===== src/design/eab_defs.svh =====
/*
  Field positions, section bias and bit-processor operation codes for the
  effective address and bit unit. Included by the design modules by bare name.
*/
// Behaviour
// - Direct address ORs program counter top bit.
// - Bias comes from the advanced program counter.
// - Long branch unbiased, unindexed, may be indirect.
// - Long branch bit 16 belongs to opcode.
// - Instruction bit 17 marks an indirect reference.
// - Indirect reference reads an address word.
// - Standard 16-bit and long 18-bit indirect words.
// - Indirect word addresses get no section bias.
// - Indirect word bit 23 chains another fetch.
// - Every indirect level applies its own index.
// - Two-bit selector picks one of three indexes.
// - Upper section indexed references stay upper.
// - Base register loads from third index register.
// - Base plus displacement, bit select, opcode fields.
// - Movement opcodes use bits 23-12 only.
// - Hold bit is operand and destination.
// - Condition register reports each bit operation except base transfers.
// - AND, OR, XOR with memory or complement, negate.
// - Bit transfers, set, clear, base transfers.
// - Queries and conditional branch on selected bit.
// - Display word: base 17-0, hold bit 18.
`ifndef EAB_DEFS_SVH
`define EAB_DEFS_SVH
`define EAB_IND_BIT 17
`define EAB_X_HI 19
`define EAB_X_LO 18
`define EAB_IW_MORE 23
`define EAB_IW_LONG 22
`define EAB_IW_X_HI 21
`define EAB_IW_X_LO 20
`define EAB_BIAS 18'h08000
`define EAB_LAST_BIT 5'h17
`define EAB_C_AND_MEM 11'h700
`define EAB_C_AND_NOTMEM 11'h701
`define EAB_C_OR_MEM 11'h702
`define EAB_C_OR_NOTMEM 11'h703
`define EAB_C_XOR_MEM 11'h704
`define EAB_C_XOR_NOTMEM 11'h705
`define EAB_C_SET_MEM 11'h706
`define EAB_C_CLEAR_MEM 11'h707
`define EAB_C_QUERY_MEM 11'h708
`define EAB_C_HOLD_TO_MEM 11'h709
`define EAB_C_MEM_TO_HOLD 11'h70A
`define EAB_C_BRANCH_BIT 11'h70B
`define EAB_C_NEGATE 12'hE20
`define EAB_C_QUERY_HOLD 12'hE21
`define EAB_C_FLAG_TO_HOLD 12'hE22
`define EAB_C_ZERO_TO_HOLD 12'hE23
`define EAB_C_INDEX_TO_BASE 12'hE24
`define EAB_C_BASE_TO_INDEX 12'hE25
`endif


===== src/design/eab_pkg.sv =====
/*
  Types shared by the effective address and bit unit.
  Assumes nothing beyond a SystemVerilog compiler.
*/
package eab_pkg;
  // Controller states, one-hot.
  typedef enum logic [3:0] {
    EAB_S_IDLE = 4'h1,
    EAB_S_IND = 4'h2,
    EAB_S_BRD = 4'h4,
    EAB_S_BWR = 4'h8
  } eab_state_t;
  // Kind of request from the decoder.
  typedef enum logic [1:0] {
    EAB_K_MEMREF = 2'h0,
    EAB_K_LONGBR = 2'h1,
    EAB_K_BIT = 2'h2
  } eab_kind_t;
  // Bit-processor operations.
  typedef enum logic [4:0] {
    EAB_OP_NONE, EAB_OP_AND_MEM_WITH_HOLD, EAB_OP_AND_NOTMEM_WITH_HOLD,
    EAB_OP_OR_MEM_WITH_HOLD, EAB_OP_OR_NOTMEM_WITH_HOLD, EAB_OP_XOR_MEM_WITH_HOLD,
    EAB_OP_XOR_NOTMEM_WITH_HOLD, EAB_OP_NEGATE_HOLD, EAB_OP_SET_MEM_BIT,
    EAB_OP_CLEAR_MEM_BIT, EAB_OP_QUERY_HOLD_BIT, EAB_OP_QUERY_MEM_BIT,
    EAB_OP_FLAG_TO_HOLD, EAB_OP_HOLD_TO_MEM, EAB_OP_MEM_TO_HOLD,
    EAB_OP_ZERO_TO_HOLD, EAB_OP_INDEX_TO_BASE, EAB_OP_BASE_TO_INDEX,
    EAB_OP_BRANCH_ON_BIT
  } eab_bop_t;
  // The three index registers as seen from the CPU.
  typedef struct packed {
    logic [23:0] i;
    logic [23:0] j;
    logic [23:0] k;
  } eab_idx_t;
  // Memory request carrier.
  typedef struct packed {
    logic req;
    logic we;
    logic [17:0] addr;
    logic [23:0] wdata;
  } eab_mem_t;
  // Whole state of the top module.
  typedef struct packed {
    eab_state_t state;
    eab_mem_t mem;
    eab_bop_t op;
    logic [23:0] instr;
    logic [17:0] ea;
    logic [17:0] bit_base_address;
    logic bit_hold;
    logic [3:0] cond;
    logic done;
    logic cond_vld;
    logic branch;
    logic k_wr;
  } eab_st_t;
endpackage : eab_pkg


===== src/design/eab_ea_calc.sv =====
/*
  Combinational address former: section bias, index add, 18-bit result.
  Assumes the index registers are stable while the result is used.
*/
`timescale 1ns/1ps
`include "eab_defs.svh"
module eab_ea_calc (
  // Address field and modifiers.
  input wire logic [17:0] addr,
  input wire logic [1:0] xsel,
  input wire logic bias_en,
  input wire logic section_bias_bit,
  input wire eab_pkg::eab_idx_t idx,
  // Result.
  output logic [17:0] ea
);
  import eab_pkg::*;
  logic [17:0] based; // Field after optional bias.
  logic [17:0] xval; // Selected index contribution.
  logic up; // Reference is biased into the upper section.

  // Bias, select the index and add, keeping upper references upper.
  always_comb begin
    up = bias_en & section_bias_bit;
    based = up ? (addr | `EAB_BIAS) : addr;
    unique case (xsel)
      2'h1: xval = idx.i[17:0];
      2'h2: xval = idx.j[17:0];
      2'h3: xval = idx.k[17:0];
      default: xval = 18'h00000;
    endcase
    ea = based + xval;
    if (up) begin
      ea = ea | `EAB_BIAS;
    end
  end
endmodule : eab_ea_calc


===== src/design/eab_bit_alu.sv =====
/*
  Combinational single-bit operator on the hold bit and a memory word.
  Assumes the select value numbers bit 0 as the least significant.
*/
`timescale 1ns/1ps
`include "eab_defs.svh"
module eab_bit_alu (
  // Operands.
  input wire eab_pkg::eab_bop_t op,
  input wire logic [23:0] word,
  input wire logic [4:0] sel,
  input wire logic hold,
  input wire logic flag,
  // Results.
  output logic new_hold,
  output logic [23:0] new_word,
  output logic write,
  output logic res
);
  import eab_pkg::*;
  logic m; // Selected memory bit; zero beyond bit 23.
  logic ok; // Select is inside the word.

  // Apply the operation; the hold bit is both operand and destination.
  always_comb begin
    ok = (sel <= `EAB_LAST_BIT);
    m = ok ? word[sel] : 1'b0;
    new_hold = hold;
    new_word = word;
    write = 1'b0;
    unique case (op)
      EAB_OP_AND_MEM_WITH_HOLD: new_hold = hold & m;
      EAB_OP_AND_NOTMEM_WITH_HOLD: new_hold = hold & ~m;
      EAB_OP_OR_MEM_WITH_HOLD: new_hold = hold | m;
      EAB_OP_OR_NOTMEM_WITH_HOLD: new_hold = hold | ~m;
      EAB_OP_XOR_MEM_WITH_HOLD: new_hold = hold ^ m;
      EAB_OP_XOR_NOTMEM_WITH_HOLD: new_hold = hold ^ ~m;
      EAB_OP_NEGATE_HOLD: new_hold = ~hold;
      EAB_OP_MEM_TO_HOLD: new_hold = m;
      EAB_OP_ZERO_TO_HOLD: new_hold = 1'b0;
      EAB_OP_FLAG_TO_HOLD: new_hold = flag;
      EAB_OP_SET_MEM_BIT, EAB_OP_CLEAR_MEM_BIT, EAB_OP_HOLD_TO_MEM: begin
        if (ok) begin
          new_word[sel] = (op == EAB_OP_SET_MEM_BIT) ? 1'b1 :
                          (op == EAB_OP_CLEAR_MEM_BIT) ? 1'b0 : hold;
        end
        write = ok;
      end
      default: new_hold = hold;
    endcase
    // Reported bit: the hold result, or the tested bit for memory queries, bit branches, set and clear.
    unique case (op)
      EAB_OP_QUERY_MEM_BIT, EAB_OP_BRANCH_ON_BIT, EAB_OP_SET_MEM_BIT,
      EAB_OP_CLEAR_MEM_BIT: res = m;
      default: res = new_hold;
    endcase
  end
endmodule : eab_bit_alu


===== src/design/eab_unit.sv =====
/*
  Effective address generator with indirect chains and indexing, plus the
  single-bit processor with its base and hold registers.
  Assumes: start is a one-cycle pulse only while busy is low; memory answers
  each request with a one-cycle mem_ack while the request is held; pc is the
  already advanced program counter; all inputs are synchronous to ref_clk.
*/
`timescale 1ns/1ps
`include "eab_defs.svh"
module eab_unit (
  // Clock and reset.
  input wire logic ref_clk,
  input wire logic rst,
  // Decoder request.
  input wire logic start,
  input wire eab_pkg::eab_kind_t kind,
  input wire logic [23:0] instr,
  input wire logic [15:0] pc,
  input wire eab_pkg::eab_idx_t idx,
  input wire logic flag,
  // Decoder answer.
  output logic busy,
  output logic done,
  output logic [17:0] ea,
  output logic [3:0] cond,
  output logic cond_vld,
  output logic branch_take,
  output logic k_wr,
  output logic [23:0] k_wdata,
  // Memory port.
  output eab_pkg::eab_mem_t mem,
  input wire logic mem_ack,
  input wire logic [23:0] mem_rdata,
  // Console entry and display.
  input wire logic con_load,
  input wire logic [23:0] con_wdata,
  output logic [23:0] display
);
  import eab_pkg::*;

  // Map instruction code fields to a bit operation.
  function automatic eab_bop_t eab_decode(input logic [23:0] w);
    eab_bop_t op;
    op = EAB_OP_NONE;
    unique case (w[23:13])
      `EAB_C_AND_MEM: op = EAB_OP_AND_MEM_WITH_HOLD;
      `EAB_C_AND_NOTMEM: op = EAB_OP_AND_NOTMEM_WITH_HOLD;
      `EAB_C_OR_MEM: op = EAB_OP_OR_MEM_WITH_HOLD;
      `EAB_C_OR_NOTMEM: op = EAB_OP_OR_NOTMEM_WITH_HOLD;
      `EAB_C_XOR_MEM: op = EAB_OP_XOR_MEM_WITH_HOLD;
      `EAB_C_XOR_NOTMEM: op = EAB_OP_XOR_NOTMEM_WITH_HOLD;
      `EAB_C_SET_MEM: op = EAB_OP_SET_MEM_BIT;
      `EAB_C_CLEAR_MEM: op = EAB_OP_CLEAR_MEM_BIT;
      `EAB_C_QUERY_MEM: op = EAB_OP_QUERY_MEM_BIT;
      `EAB_C_HOLD_TO_MEM: op = EAB_OP_HOLD_TO_MEM;
      `EAB_C_MEM_TO_HOLD: op = EAB_OP_MEM_TO_HOLD;
      `EAB_C_BRANCH_BIT: op = EAB_OP_BRANCH_ON_BIT;
      default: op = EAB_OP_NONE;
    endcase
    unique case (w[23:12])
      `EAB_C_NEGATE: op = EAB_OP_NEGATE_HOLD;
      `EAB_C_QUERY_HOLD: op = EAB_OP_QUERY_HOLD_BIT;
      `EAB_C_FLAG_TO_HOLD: op = EAB_OP_FLAG_TO_HOLD;
      `EAB_C_ZERO_TO_HOLD: op = EAB_OP_ZERO_TO_HOLD;
      `EAB_C_INDEX_TO_BASE: op = EAB_OP_INDEX_TO_BASE;
      `EAB_C_BASE_TO_INDEX: op = EAB_OP_BASE_TO_INDEX;
      default: op = op;
    endcase
    return op;
  endfunction : eab_decode

  // True for operations that need a word from memory.
  function automatic logic eab_needs_mem(input eab_bop_t op);
    return op inside {EAB_OP_AND_MEM_WITH_HOLD, EAB_OP_AND_NOTMEM_WITH_HOLD,
      EAB_OP_OR_MEM_WITH_HOLD, EAB_OP_OR_NOTMEM_WITH_HOLD,
      EAB_OP_XOR_MEM_WITH_HOLD, EAB_OP_XOR_NOTMEM_WITH_HOLD,
      EAB_OP_SET_MEM_BIT, EAB_OP_CLEAR_MEM_BIT, EAB_OP_QUERY_MEM_BIT,
      EAB_OP_HOLD_TO_MEM, EAB_OP_MEM_TO_HOLD, EAB_OP_BRANCH_ON_BIT};
  endfunction : eab_needs_mem

  // Condition code from one reported bit: bit 0 set, bit 1 clear.
  function automatic logic [3:0] eab_cond(input logic b);
    return {2'b00, ~b, b};
  endfunction : eab_cond

  eab_st_t r_reg; // Registered state.
  eab_st_t r_next; // Next state.
  eab_bop_t dec_op; // Operation decoded from the incoming instruction.
  eab_bop_t alu_op; // Operation fed to the bit operator.
  logic in_ind; // Address field comes from a fetched indirect word.
  logic [17:0] calc_addr; // Address field fed to the former.
  logic [1:0] calc_x; // Index selector fed to the former.
  logic calc_bias; // Section bias applies.
  logic [17:0] calc_ea; // Formed effective address.
  logic alu_hold; // Hold bit after the operation.
  logic [23:0] alu_word; // Word after a memory bit change.
  logic alu_write; // Word must be written back.
  logic alu_res; // Bit reported to the condition register.
  logic [17:0] bit_addr; // Base plus displacement.

  // Choose the address source for this cycle.
  always_comb begin
    in_ind = (r_reg.state == EAB_S_IND);
    dec_op = eab_decode(instr);
    alu_op = (r_reg.state == EAB_S_IDLE) ? dec_op : r_reg.op;
    bit_addr = r_reg.bit_base_address + {10'h000, instr[7:0]};
    if (in_ind) begin
      // Long words carry 18 address bits, standard words 16.
      calc_addr = mem_rdata[`EAB_IW_LONG] ? mem_rdata[17:0] :
                  {2'b00, mem_rdata[15:0]};
      calc_x = mem_rdata[`EAB_IW_X_HI:`EAB_IW_X_LO];
      calc_bias = 1'b0;
    end else if (kind == EAB_K_LONGBR) begin
      calc_addr = {2'b00, instr[15:0]};
      calc_x = 2'b00;
      calc_bias = 1'b0;
    end else begin
      calc_addr = {3'b000, instr[14:0]};
      calc_x = instr[`EAB_X_HI:`EAB_X_LO];
      calc_bias = 1'b1;
    end
  end

  // Address former.
  eab_ea_calc u_calc (
    .addr(calc_addr),
    .xsel(calc_x),
    .bias_en(calc_bias),
    .section_bias_bit(pc[15]),
    .idx(idx),
    .ea(calc_ea)
  );

  // Bit operator.
  eab_bit_alu u_alu (
    .op(alu_op),
    .word(mem_rdata),
    .sel(r_reg.instr[12:8]),
    .hold(r_reg.bit_hold),
    .flag(flag),
    .new_hold(alu_hold),
    .new_word(alu_word),
    .write(alu_write),
    .res(alu_res)
  );

  // Controller: sequences indirect chains and bit read-modify-write.
  always_comb begin
    r_next = r_reg;
    r_next.done = 1'b0;
    r_next.cond_vld = 1'b0;
    r_next.branch = 1'b0;
    r_next.k_wr = 1'b0;
    unique case (r_reg.state)
      EAB_S_IDLE: begin
        if (start && kind == EAB_K_BIT) begin
          r_next.instr = instr;
          r_next.op = dec_op;
          if (eab_needs_mem(dec_op)) begin
            // Fetch the word holding the selected bit.
            r_next.mem.req = 1'b1;
            r_next.mem.we = 1'b0;
            r_next.mem.addr = bit_addr;
            r_next.state = EAB_S_BRD;
          end else begin
            // Movement operations finish at once.
            r_next.done = 1'b1;
            if (dec_op == EAB_OP_INDEX_TO_BASE) begin
              r_next.bit_base_address = idx.k[17:0];
            end else if (dec_op == EAB_OP_BASE_TO_INDEX) begin
              r_next.k_wr = 1'b1;
            end else if (dec_op != EAB_OP_NONE) begin
              r_next.bit_hold = alu_hold;
              r_next.cond = eab_cond(alu_res);
              r_next.cond_vld = 1'b1;
            end
          end
        end else if (start) begin
          r_next.instr = instr;
          if (instr[`EAB_IND_BIT]) begin
            // Indirect: the formed address holds another address.
            r_next.mem.req = 1'b1;
            r_next.mem.we = 1'b0;
            r_next.mem.addr = calc_ea;
            r_next.state = EAB_S_IND;
          end else begin
            r_next.ea = calc_ea;
            r_next.done = 1'b1;
          end
        end
      end
      EAB_S_IND: begin
        // Hold the request until memory answers.
        if (mem_ack) begin
          if (mem_rdata[`EAB_IW_MORE]) begin
            r_next.mem.addr = calc_ea;
          end else begin
            r_next.mem.req = 1'b0;
            r_next.ea = calc_ea;
            r_next.done = 1'b1;
            r_next.state = EAB_S_IDLE;
          end
        end
      end
      EAB_S_BRD: begin
        if (mem_ack) begin
          r_next.bit_hold = alu_hold;
          r_next.cond = eab_cond(alu_res);
          r_next.branch = (r_reg.op == EAB_OP_BRANCH_ON_BIT) & alu_res;
          if (alu_write) begin
            // Write the changed word back to the same place.
            r_next.mem.we = 1'b1;
            r_next.mem.wdata = alu_word;
            r_next.state = EAB_S_BWR;
          end else begin
            r_next.mem.req = 1'b0;
            r_next.done = 1'b1;
            r_next.cond_vld = 1'b1;
            r_next.state = EAB_S_IDLE;
          end
        end
      end
      EAB_S_BWR: begin
        if (mem_ack) begin
          r_next.mem.req = 1'b0;
          r_next.mem.we = 1'b0;
          r_next.done = 1'b1;
          r_next.cond_vld = 1'b1;
          r_next.state = EAB_S_IDLE;
        end
      end
      default: r_next.state = EAB_S_IDLE;
    endcase
    // Console entry loads base and hold together.
    if (con_load) begin
      r_next.bit_base_address = con_wdata[17:0];
      r_next.bit_hold = con_wdata[18];
    end
  end

  // State register.
  always_ff @(posedge ref_clk or posedge rst) begin
    if (rst) begin
      r_reg <= '{state: EAB_S_IDLE, op: EAB_OP_NONE, default: '0};
    end else begin
      r_reg <= r_next;
    end
  end

  // Outputs straight from the state register.
  assign busy = (r_reg.state != EAB_S_IDLE);
  assign done = r_reg.done;
  assign ea = r_reg.ea;
  assign cond = r_reg.cond;
  assign cond_vld = r_reg.cond_vld;
  assign branch_take = r_reg.branch;
  assign k_wr = r_reg.k_wr;
  assign k_wdata = {6'h00, r_reg.bit_base_address};
  assign mem = r_reg.mem;
  assign display = {5'h00, r_reg.bit_hold, r_reg.bit_base_address};
endmodule : eab_unit


===== config.mk =====
export PLATFORM = sky130hd
export DESIGN_NAME = eab_unit
export DESIGN_NICKNAME = d
export VERILOG_FILES = /design/src/design/eab_pkg.sv /design/src/design/eab_ea_calc.sv /design/src/design/eab_bit_alu.sv /design/src/design/eab_unit.sv
export VERILOG_INCLUDE_DIRS = /design/src /design/src/design
export SDC_FILE = /design/constraint.sdc
export NUM_CORES = 1
export LEC_CHECK = 0
export BUFFER_PORTS_ARGS = -buffer_cell sky130_fd_sc_hd__buf_4
export CAP_MARGIN = 20
export CORE_MARGIN = 8
export CORE_UTILIZATION = 56
export DETAILED_ROUTE_END_ITERATION = 8
export GPL_TIMING_DRIVEN = 0
export MAX_ROUTING_LAYER = met4
export PLACE_DENSITY = 0.88
export SYNTH_ARGS = -nofsm -noshare
export SYNTH_HDL_FRONTEND = slang
export SYNTH_SLANG_ARGS = --single-unit

===== constraint.sdc =====
create_clock -name ref_clk -period 12.55 [get_ports ref_clk]
set_input_delay 3.765 -clock ref_clk [delete_from_list [all_inputs] [get_ports ref_clk]]
set_output_delay 3.765 -clock ref_clk [all_outputs]
set_load 0.01 [all_outputs]

After elaboration in Yosys (flattened, before gate mapping)
Cells that the tools add are included.
{"block": "word_totals", "reg_bits": 111, "inputBits": 168, "elab_cells": 219}
{"block": "op_classes", "n_reduce_logical": 26, "bitwise": 11, "order_cmp": 3, "add_sub_neg": 2, "n_eq_ne": 83, "n_mux": 79}
{"op": "18-bit two-way mux", "n": 10}
{"op": "24-bit two-way mux", "n": 6}
{"op": "11-bit == test, second input constant", "n": 12}
{"op": "12-bit == test, second input constant", "n": 6}
{"op": "18-bit case mux with 2 select lines", "n": 2}
{"op": "5-bit by 4-bit == test with 1-bit output, second input constant", "n": 12}
{"op": "5-bit case mux with 12 select lines", "n": 1}
{"op": "18-bit case mux with 3 select lines", "n": 1}
{"op": "16-bit two-way mux", "n": 3}
{"op": "5-bit by 3-bit == test with 1-bit output, second input constant", "n": 7}
{"op": "31-bit two-way mux", "n": 1}
{"op": "5-bit two-way mux", "n": 6}
{"op": "5-bit case mux with 6 select lines", "n": 1}
{"op": "2-bit inequality test, second input constant", "n": 14}
{"op": "7-bit AND reduction", "n": 4}
{"op": "1-bit two-way mux", "n": 26}
{"op": "5-bit == test, second input constant", "n": 5}
{"op": "25-bit two-way mux", "n": 1}
{"op": "24-bit bitwise mux", "n": 1}
{"op": "23-bit two-way mux", "n": 1}
{"op": "5-bit by 2-bit == test with 1-bit output, second input constant", "n": 4}
{"op": "19-bit two-way mux", "n": 1}
{"op": "18-bit adder", "n": 1}
{"op": "18-bit by 8-bit adder with 18-bit output", "n": 1}
{"op": "43 further kinds", "n": 77}

Longest topological paths before layout
Gate-level depths: netlist of the first run.
{"block": "depth", "word_depth": 15, "ltp_mapped": 22}

By module
From an unflattened synthesis of the first run, not the netlist that was laid out.
{"block": "hier_totals", "cells_unflattened": 889, "hier_area_um2": 8433.1}
{"module": "eab_unit", "instances": 1, "cells_each": 612, "seq_area_each_um2": 2528.7, "area_each_um2": 6194.7}
{"module": "eab_ea_calc", "instances": 1, "cells_each": 156, "seq_area_each_um2": 0.0, "area_each_um2": 1249.9}
{"module": "eab_bit_alu", "instances": 1, "cells_each": 121, "seq_area_each_um2": 0.0, "area_each_um2": 988.4}

Worst setup path before layout of the first run
OpenSTA, ideal clock, no wires.
{"block": "synth_path", "path_type": "input to register", "start": "input kind[1]", "end": "register r_reg (netlist bit mem[41])", "t_required_ns": 12.412, "setup_slack_ns": 5.275, "t_arrival_ns": 7.137, "path_buffers": 2, "stages": 16, "setup_ns": 0.138, "cell_sequence": "nand2b_1 > and3_1 > a21oi_1 > buf_2 > buf_1 > mux2i_1 > o21ai_0 > ha_1 > or3_1 > o21ai_0 > o211ai_1 > a31o_2 > a21o_1 > a21oi_1 > xnor2_1 > o221ai_1"}
{"block": "synth_between", "elab_chain_cells": 10, "elab_cells_between_ends": 26, "cone_classes": "add/sub (1); eq/ne (8); mux (14); bitwise (1); reduce/logical (2)"}
{"element": "start: declaration", "line_no": "eab_unit.sv:16", "rtl": "input wire eab_pkg::eab_kind_t kind,"}
{"element": "2-bit by 1-bit == test with 1-bit output", "line_no": "eab_unit.sv:113", "rtl": "end else if (kind == EAB_K_LONGBR) begin"}
{"element": "2-bit two-way mux or 1-bit two-way mux (tied branches)", "line_no": "eab_unit.sv:113"}
{"element": "2-bit two-way mux or 1-bit two-way mux (tied branches)", "line_no": "eab_unit.sv:107", "rtl": "if (in_ind) begin"}
{"element": "2-bit == test (tied with other cells)", "line_no": "eab_ea_calc.sv:26", "rtl": "unique case (xsel)"}
{"element": "18-bit case mux with 3 select lines or 16-bit two-way mux (tied branches)", "line_no": "eab_ea_calc.sv:26, eab_ea_calc.sv:25"}
{"element": "18-bit adder", "line_no": "eab_ea_calc.sv:32", "rtl": "ea = based + xval;"}
{"element": "24-bit two-way mux", "line_no": "eab_unit.sv:180", "rtl": "if (instr[`EAB_IND_BIT]) begin"}
{"element": "24-bit two-way mux", "line_no": "eab_unit.sv:178", "rtl": "end else if (start) begin"}
{"element": "24-bit two-way mux", "line_no": "eab_unit.sv:156", "rtl": "if (start && kind == EAB_K_BIT) begin"}
{"element": "18-bit case mux with 2 select lines", "line_no": "eab_unit.sv:154", "rtl": "unique case (r_reg.state)"}
{"element": "end signal: assignment", "line_no": "eab_unit.sv:246", "rtl": "r_reg <= r_next;"}
{"element": "end: declaration", "line_no": "eab_unit.sv:86", "rtl": "eab_st_t r_reg;"}
Parallel ways exist; a longest one is shown, timed or not. The select of a mux whose other input is x is not followed.
A chain may end at the register's enable or synchronous reset.

Worst setup path after layout of the first run
{"block": "layout_path", "start": "input kind[1]", "end": "register r_reg (netlist bit mem[39])"}
{"block": "layout_between", "elab_chain_cells": 11, "elab_cells_between_ends": 27, "cone_classes": "add/sub (1); eq/ne (8); mux (15); bitwise (1); reduce/logical (2)"}
{"element": "2-bit by 1-bit == test with 1-bit output", "line_no": "eab_unit.sv:113"}
{"element": "2-bit two-way mux or 1-bit two-way mux (tied branches)", "line_no": "eab_unit.sv:113"}
{"element": "2-bit two-way mux or 1-bit two-way mux (tied branches)", "line_no": "eab_unit.sv:107"}
{"element": "2-bit == test (tied with other cells)", "line_no": "eab_ea_calc.sv:26"}
{"element": "18-bit case mux with 3 select lines or 16-bit two-way mux (tied branches)", "line_no": "eab_ea_calc.sv:26, eab_ea_calc.sv:25"}
{"element": "18-bit adder", "line_no": "eab_ea_calc.sv:32"}
{"element": "16-bit two-way mux", "line_no": "eab_ea_calc.sv:33", "rtl": "if (up) begin"}
{"element": "24-bit two-way mux", "line_no": "eab_unit.sv:180"}
{"element": "24-bit two-way mux", "line_no": "eab_unit.sv:178"}
{"element": "24-bit two-way mux", "line_no": "eab_unit.sv:156"}
{"element": "18-bit case mux with 2 select lines", "line_no": "eab_unit.sv:154"}
Parallel ways exist; a longest one is shown, timed or not. The select of a mux whose other input is x is not followed.

==> results of run 1 <==
==> power by group <==
| group | leakage, nW | internal [mW] | switching [mW] |
|---|---|---|---|
| clock network | 0.150 | 0.176 | 0.135 |
| logic | 3.81 | 0.453 | 0.506 |
| registers | 1.29 | 0.407 | 0.0590 |
| total | 5.26 | 1.04 | 0.700 |
==> worst min-delay path, delay by kind of cell (launching register included) <==
kind | cells | cell delay (ps)
AO/OA/AOI/OAI | 1 | 60
flip-flops | 1 | 350
AND/OR/NAND/NOR | 1 | 50
==> worst paths after layout <==
path / cells after the start / end / startpoint
worst min register to register: 2 / mem[25] / mem[25]
worst max-delay path: 19 / mem[39] / kind[1]
worst max register to register: 19 / mem[39] / r_reg[119]
min in group asynchronous: 2 / mem[31] / rst
max in group asynchronous: 3 / r_reg[118] / rst
worst min-delay path: 2 / mem[25] / mem[25]
==> kinds of logic after synthesis <==
logic type                 count (synthesis)  share of synthesized area
adders and majority gates                 28                    0.04421
buffers and inverters                    179                     0.1386
other                                      1                  0.0004569
DFF                                      101                     0.3081
and+or+nand+nor                          333                     0.1915
AOI/OAI and AO/OA                        211                     0.1579
muxes                                     91                     0.1230
xor gates and xnor gates                  34                    0.03628
==> cells in the final DEF, fill, tap and decap left out, types with 15 or more instances in the layout <==
| cell type | n |
|---|---|
| clkbuf_1 | 31 |
| o21ai_1 | 22 |
| o21ai_0 | 86 |
| nand2_1 | 186 |
| mux2_2 | 19 |
| mux2i_1 | 66 |
| ha_1 | 25 |
| buf_4 | 348 |
| xnor2_1 | 20 |
| dfrtp_1 | 100 |
| nand3_1 | 21 |
| a21oi_1 | 33 |
| inv_1 | 15 |
| nor2_1 | 33 |
| nor3_1 | 15 |
==> through the flow <==
step	utilization	setup slack, ps
final	0.7345	4116
after global placement	0.7099	3969
after CTS	0.7345	4276
after detailed placement	0.7120	3941
after floorplan	-	5275
after global routing	0.7345	3792
==> area by class of cell <==
cell class                      instances  area, um^2  area share
Clock buffer                            9       225.2     0.02126
Tap cell                              184       230.2     0.02173
Inverter                               16       62.56    0.005905
Multi-Input combinational cell        710        4587      0.4330
Buffer                                163        1077      0.1017
Clock inverter                          7       98.84    0.009330
Timing Repair Buffer                  235        1784      0.1684
Sequential cell                       101        2529      0.2387
==> metal layers <==
| layer | wire length, um | part of all wire | vias up |
|---|---|---|---|
| li1 | - | - | 3797 |
| met1 | 11630 | 0.42 | 3803 |
| met2 | 13080 | 0.48 | 391 |
| met3 | 1933 | 0.071 | 57 |
| met4 | 770 | 0.028 | 0 |
| met5 | 0 | 0 | - |
==> summary.md, run 1 <==
| Metric | Value |
|---|---|
| FP Rows | `44` |
| Outcome | `completed` |
| Avg WL per Cell | `19.24 um` |
| Gr usage total | `0.2946` |
| Top Usage Layer GRT | `met2` |
| WS Path Type | `input pin to flop` |
| Clock sink count | `101` |
| Peak supply drop | `0.00009029 V` |
| Primary FF master, synth | `dfrtp_1` |
| Max Cap Viol | `0` |
| Slew @ Worst Pin | `921.2 ps` |
| Final weighted congestion in routability-driven placement | `0.9492` |
| Area leader, netlist | `dfrtp_1` |
| Hold slack | `487.0 ps` |
| Post-synth ARST share | `1.000` |
| Syn-to-layout area delta | `29.07%` |
| CTS tree | `yes` |
| Max-slew violation count | `0` |
| Tcrit/Tclk final | `0.6720` |
| Syn avg cell area | `8.393 um^2` |
| Largest register FFs | `44` |
| Cell with the most instances after synthesis | `nand2_1` |
| Worst EP arrival | `8680 ps` |
| FMAX | `118.6 MHz` |
| IO Port Bufs | `234` |
| Placed cell areas | `0.01027 mm^2` |
| Design Area, Final | `0.01059 mm^2` |
| Via density | `5.648` |
| Share of layout cells above drive strength 1 | `0.3417` |
| Slew HR | `0.3859` |
| Synth Register Bits | `101` |
| Crit-path slowest cell | `a21oi_1` |
| # H-tree levels | `3` |
| Die height | `137.1 um` |
| Number of cells after detailed placement | `1409` |
| Unrepaired setup endpoints after global routing | `no` |
| WP buf/inv | `3` |
| Worst-path clk slew | `70 ps` |
| Power per cell area | `163.9 mW/mm^2` |
| Crit path max-delay family | `compound AO/OA/AOI/OAI gates` |
| Final HPWL DP | `22170 um` |
| Hold_buf cts | `0` |
| Die area | `0.01879 mm^2` |
| CTS buffer count | `9` |
| Vias in the first global route | `7923` |
| Pwr Total | `1.736 mW` |
| Count of cell types in the netlist | `75` |
| Worst hold path class | `flop to flop` |
| Grt total ovfl | `0` |
| Initial core utilization | `0.5690` |
| Req. time, crit path | `12800 ps` |
| Final hold vios | `0` |
| Starting DRT DRC Count | `752` |
| Fin crit period | `8434 ps` |
| Cells after synthesis | `978` |
| I/O pin total | `287` |
| Met1 usage | `0.3860` |
| Die width | `137.1 um` |
| Seq/Total Area, Yosys | `0.3081` |
| Largest net degree at the start of global routing | `73` |
| EDFF count, synth | `0` |
| Fin nets | `1431` |
| Syn Std Cell Area | `0.008208 mm^2` |
| YS warnings | `0` |
| First-pass GRT wire length | `42120 um` |
| Ant. Diodes | `0` |
| CORE AREA | `0.01442 mm^2` |
| Final WL | `27410 um` |
| CP Cell Sequence | `buf_4, nand2b_1, and3_1, a21oi_1, nor2b_1, clkbuf_1, clkbuf_1, nand2_1, o21ai_0, ha_1, nand3_1, o211ai_1, o21ai_0, o211ai_1, a31o_2, xor2_1, a31oi_1, nand2_1, a22o_1` |
| Post-cts resize count | `0` |
| Crit path capture type | `flop` |
| CP max FO | `10` |
| Setup bufs post-CTS | `0` |
| Clock Tree Buf Depth | `2` |
| DR vias | `8048` |
| CP max stage delay | `710 ps` |
| Met2 usage | `0.4625` |
| Share of the synthesized area in the top cell type | `0.3049` |
| Final Skew | `9.053 ps` |
| Setup TNS | `0 ps` |
| Synth top area cells | `dfrtp_1 (30%), buf_4 (10%), nand2_1 (8.5%)` |
| Fillers | `1157` |
| Final ANT Viol Nets | `0` |
| DRC Markers | `0` |
| Total iterations of the first detailed-routing run | `5` |
| Setup-failing EPs final | `0` |
| Worst-skew pair later-pin latency | `360 ps` |
| Reg-to-reg setup timing slack | `6520 ps` |
| Non-Filler Instances | `1425` |
| Leakage | `5.256 nW` |
| Most common library cells after synthesis | `nand2_1 (186), buf_4 (114), dfrtp_1 (100), o21ai_0 (86), mux2i_1 (66)` |
| Antenna violations before repair | `0` |
| Met3 usage | `0.03267` |
| CTS root buf | `clkbuf_16` |
| CP Launch Type | `input pin` |
Note: power is estimated with default switching activity, not from simulation.
==> run 2, diff against run 1 <==
--- a/config.mk
+++ b/config.mk
@@ -9,11 +9,11 @@
 export BUFFER_PORTS_ARGS = -buffer_cell sky130_fd_sc_hd__buf_4
 export CAP_MARGIN = 20
 export CORE_MARGIN = 8
-export CORE_UTILIZATION = 56
+export CORE_UTILIZATION = 47
 export DETAILED_ROUTE_END_ITERATION = 8
 export GPL_TIMING_DRIVEN = 0
 export MAX_ROUTING_LAYER = met4
-export PLACE_DENSITY = 0.88
+export PLACE_DENSITY = 0.79
 export SYNTH_ARGS = -nofsm -noshare
 export SYNTH_HDL_FRONTEND = slang
 export SYNTH_SLANG_ARGS = --single-unit
==> constraint.sdc (replaced) <==
create_clock -name ref_clk -period 7.5 [get_ports ref_clk]
set_input_delay 2.25 -clock ref_clk [delete_from_list [all_inputs] [get_ports ref_clk]]
set_output_delay 2.25 -clock ref_clk [all_outputs]
set_load 0.01 [all_outputs]
==> run 2 against run 1 <==
Wire length decreased by 1.0%. Non-clock buffer count unchanged. Clock skew decreased by 1.2 ps. Clock power increased by 58%. First-iteration DRC count decreased by 17%. Via count decreased by 1.6%. Die area increased by 17%. Critical path type unchanged. Critical endpoint is now mem[41]. Largest power group unchanged.
==> summary.md, run 2 (synthesis results as in run 1) <==
| Metric | Value |
|---|---|
| Final weighted congestion in routability-driven placement | `0.9525 (+0.35%)` |
| Worst-path clk slew | `70 ps (about the same)` |
| WS Path Type | `input pin to flop` |
| Largest net degree at the start of global routing | `62 (-15%)` |
| DR vias | `7923 (-1.6%)` |
| CTS tree | `yes` |
| FMAX | `145.8 MHz` |
| Most frequent cells in the layout | `buf_4 (348), nand2_1 (186), dfrtp_1 (100), o21ai_0 (86), mux2i_1 (66)` |
| # H-tree levels | `3 (unchanged)` |
| CTS root buf | `clkbuf_16` |
| Max Cap Viol | `0 (unchanged)` |
| CP Launch Type | `input pin` |
| CP max stage delay | `660 ps (-50 ps)` |
| Worst hold path class | `flop to flop` |
| CP max FO | `10 (unchanged)` |
| Fin crit period | `6858 ps` |
| Reg-to-reg setup timing slack | `1590 ps (-4930 ps)` |
| Slew HR | `0.4329 (+0.04702)` |
| Setup bufs post-CTS | `0 (unchanged)` |
| Clock sink count | `101 (unchanged)` |
| Power per cell area | `269.6 mW/mm^2 (+65%)` |
| Avg WL per Cell | `18.50 um (-3.8%)` |
| Hold_buf cts | `0 (unchanged)` |
| Final WL | `27130 um (-1.0%)` |
| Ant. Diodes | `0 (unchanged)` |
| Starting DRT DRC Count | `626 (-17%)` |
| Tcrit/Tclk final | `0.9144` |
| Share of layout cells above drive strength 1 | `0.3417 (unchanged)` |
| Initial core utilization | `0.4779 (-0.09119)` |
| Final hold vios | `0 (unchanged)` |
| Crit path from | `kind[1]` |
| Hold path start | `ea[12]` |
| Antenna violations before repair | `0 (unchanged)` |
| Setup-failing EPs final | `0 (unchanged)` |
| Post-cts resize count | `0 (unchanged)` |
| Vias in the first global route | `7723 (-2.5%)` |
| Final ANT Viol Nets | `0 (unchanged)` |
| Fillers | `1557 (+35%)` |
| Final HPWL DP | `22300 um (+0.58%)` |
| Largest register FFs | `44 (unchanged)` |
| CP Cell Sequence | `buf_4, nand2b_1, and3_1, a21oi_1, nor2b_1, clkbuf_1, clkbuf_1, nand2_1, o21ai_0, ha_1, nand3_1, o211ai_1, o21ai_0, o211ai_1, a31o_2, a21o_1, a21oi_1, xnor2_1, o221ai_1` |
| Slew @ Worst Pin | `850.7 ps (-70.53 ps)` |
| Crit-path slowest cell | `a21oi_1` |
| Total iterations of the first detailed-routing run | `5 (unchanged)` |
| Die height | `148.2 um (+8.1%)` |
| Worst EP arrival | `7070 ps (-1610 ps)` |
| Worst-skew pair later-pin latency | `350 ps (about the same)` |
| First-pass GRT wire length | `42160 um (about the same)` |
| CTS buffer count | `9 (unchanged)` |
| WP buf/inv | `3 (unchanged)` |
| Crit path max-delay family | `compound AO/OA/AOI/OAI gates` |
| Gr usage total | `0.2478 (-0.04685)` |
| Outcome | `completed` |
| Syn-to-layout area delta | `29.42%` |
| RR Startpoint | `r_reg[119]` |
| Via density | `5.405 (-4.3%)` |
| IO Port Bufs | `234 (unchanged)` |
| FP Rows | `48 (+9.1%)` |
| Placed cell areas | `0.01031 mm^2 (+0.43%)` |
| Final Skew | `7.832 ps (-1.220 ps)` |
| Crit path capture type | `flop` |
| Max-slew violation count | `0 (unchanged)` |
| Req. time, crit path | `7710 ps (-5090 ps)` |
| Grt total ovfl | `0 (unchanged)` |
| Setup TNS | `0 ps (unchanged)` |
| Leakage | `5.255 nW (about the same)` |
| Design Area, Final | `0.01062 mm^2 (+0.27%)` |
| CORE AREA | `0.01718 mm^2 (+19%)` |
| I/O pin total | `287 (unchanged)` |
| Die width | `148.2 um (+8.1%)` |
| DRC Markers | `0 (unchanged)` |
| Unrepaired setup endpoints after global routing | `no` |
| Die area | `0.02195 mm^2 (+17%)` |
| Fin nets | `1431 (unchanged)` |
| Most common cell after layout, fill and taps aside | `buf_4` |
| Peak supply drop | `0.0001743 V (+93%)` |
| Clock Tree Buf Depth | `2 (unchanged)` |
-- run 2: metal layers --
metal  share of wire  global-route usage  routed length (um)
met5               0                   -                   0
met2            0.47              0.3918               12760
met1            0.44              0.3225               12020
met3           0.062             0.03525                1684
met4           0.024             0.08006                 662
-- run 2: power breakdown --
| group | internal [mW] | switching (mW) |
|---|---|---|
| combinational | 0.758 | 0.835 |
| clock | 0.277 | 0.215 |
| sequential | 0.682 | 0.0976 |
| total | 1.72 | 1.15 |
-- run 2: worst paths after layout --
path,cells after the start,end
min in group asynchronous,2,mem[27]
worst min register to register,2,ea[12]
worst max register to register,19,mem[41]
worst max-delay path,19,mem[41]
worst min-delay path,2,ea[12]
max in group asynchronous,3,mem[21]
-- run 2: stage by stage --
step / utilization / hold WS, ps / setup WS [ps] / power, mW / cells
after CTS: 0.6184 / 480.1 / 819.4 / 2.864 / 1466
after global routing: 0.6184 / 504.7 / 389.0 / 3.056 / 1466
after global placement: 0.5991 / 463.0 / 492.7 / 2.337 / 1449
after floorplan: - / 438.5 / 1740 / 1.824 / 990
after detailed placement: 0.6005 / 459.2 / 493.9 / 2.365 / 1450
final: 0.6184 / 484.2 / 642.2 / 2.864 / 1466
-- run 2: cell type report --
| class | count | area [um^2] | area share |
|---|---|---|---|
| Buffer | 163 | 1077 | 0.1014 |
| Clock buffer | 11 | 252.7 | 0.02379 |
| Clock inverter | 5 | 56.30 | 0.005300 |
| Inverter | 16 | 62.56 | 0.005889 |
| Multi-Input combinational cell | 710 | 4587 | 0.4318 |
| Sequential cell | 101 | 2529 | 0.2380 |
| Tap cell | 225 | 281.5 | 0.02650 |
| Timing Repair Buffer | 235 | 1777 | 0.1673 |
-- run 2: worst reg2reg max path, delay by kind of cell, from the launching register on --
family	cells	cell delay [ps]
AO/OA/AOI/OAI	9	2480
AND/OR/NAND/NOR	5	1160
buffers and inverters	3	1150
flip-flops	1	410
adder cells (fa/ha/maj)	1	380
XOR/XNOR	1	210
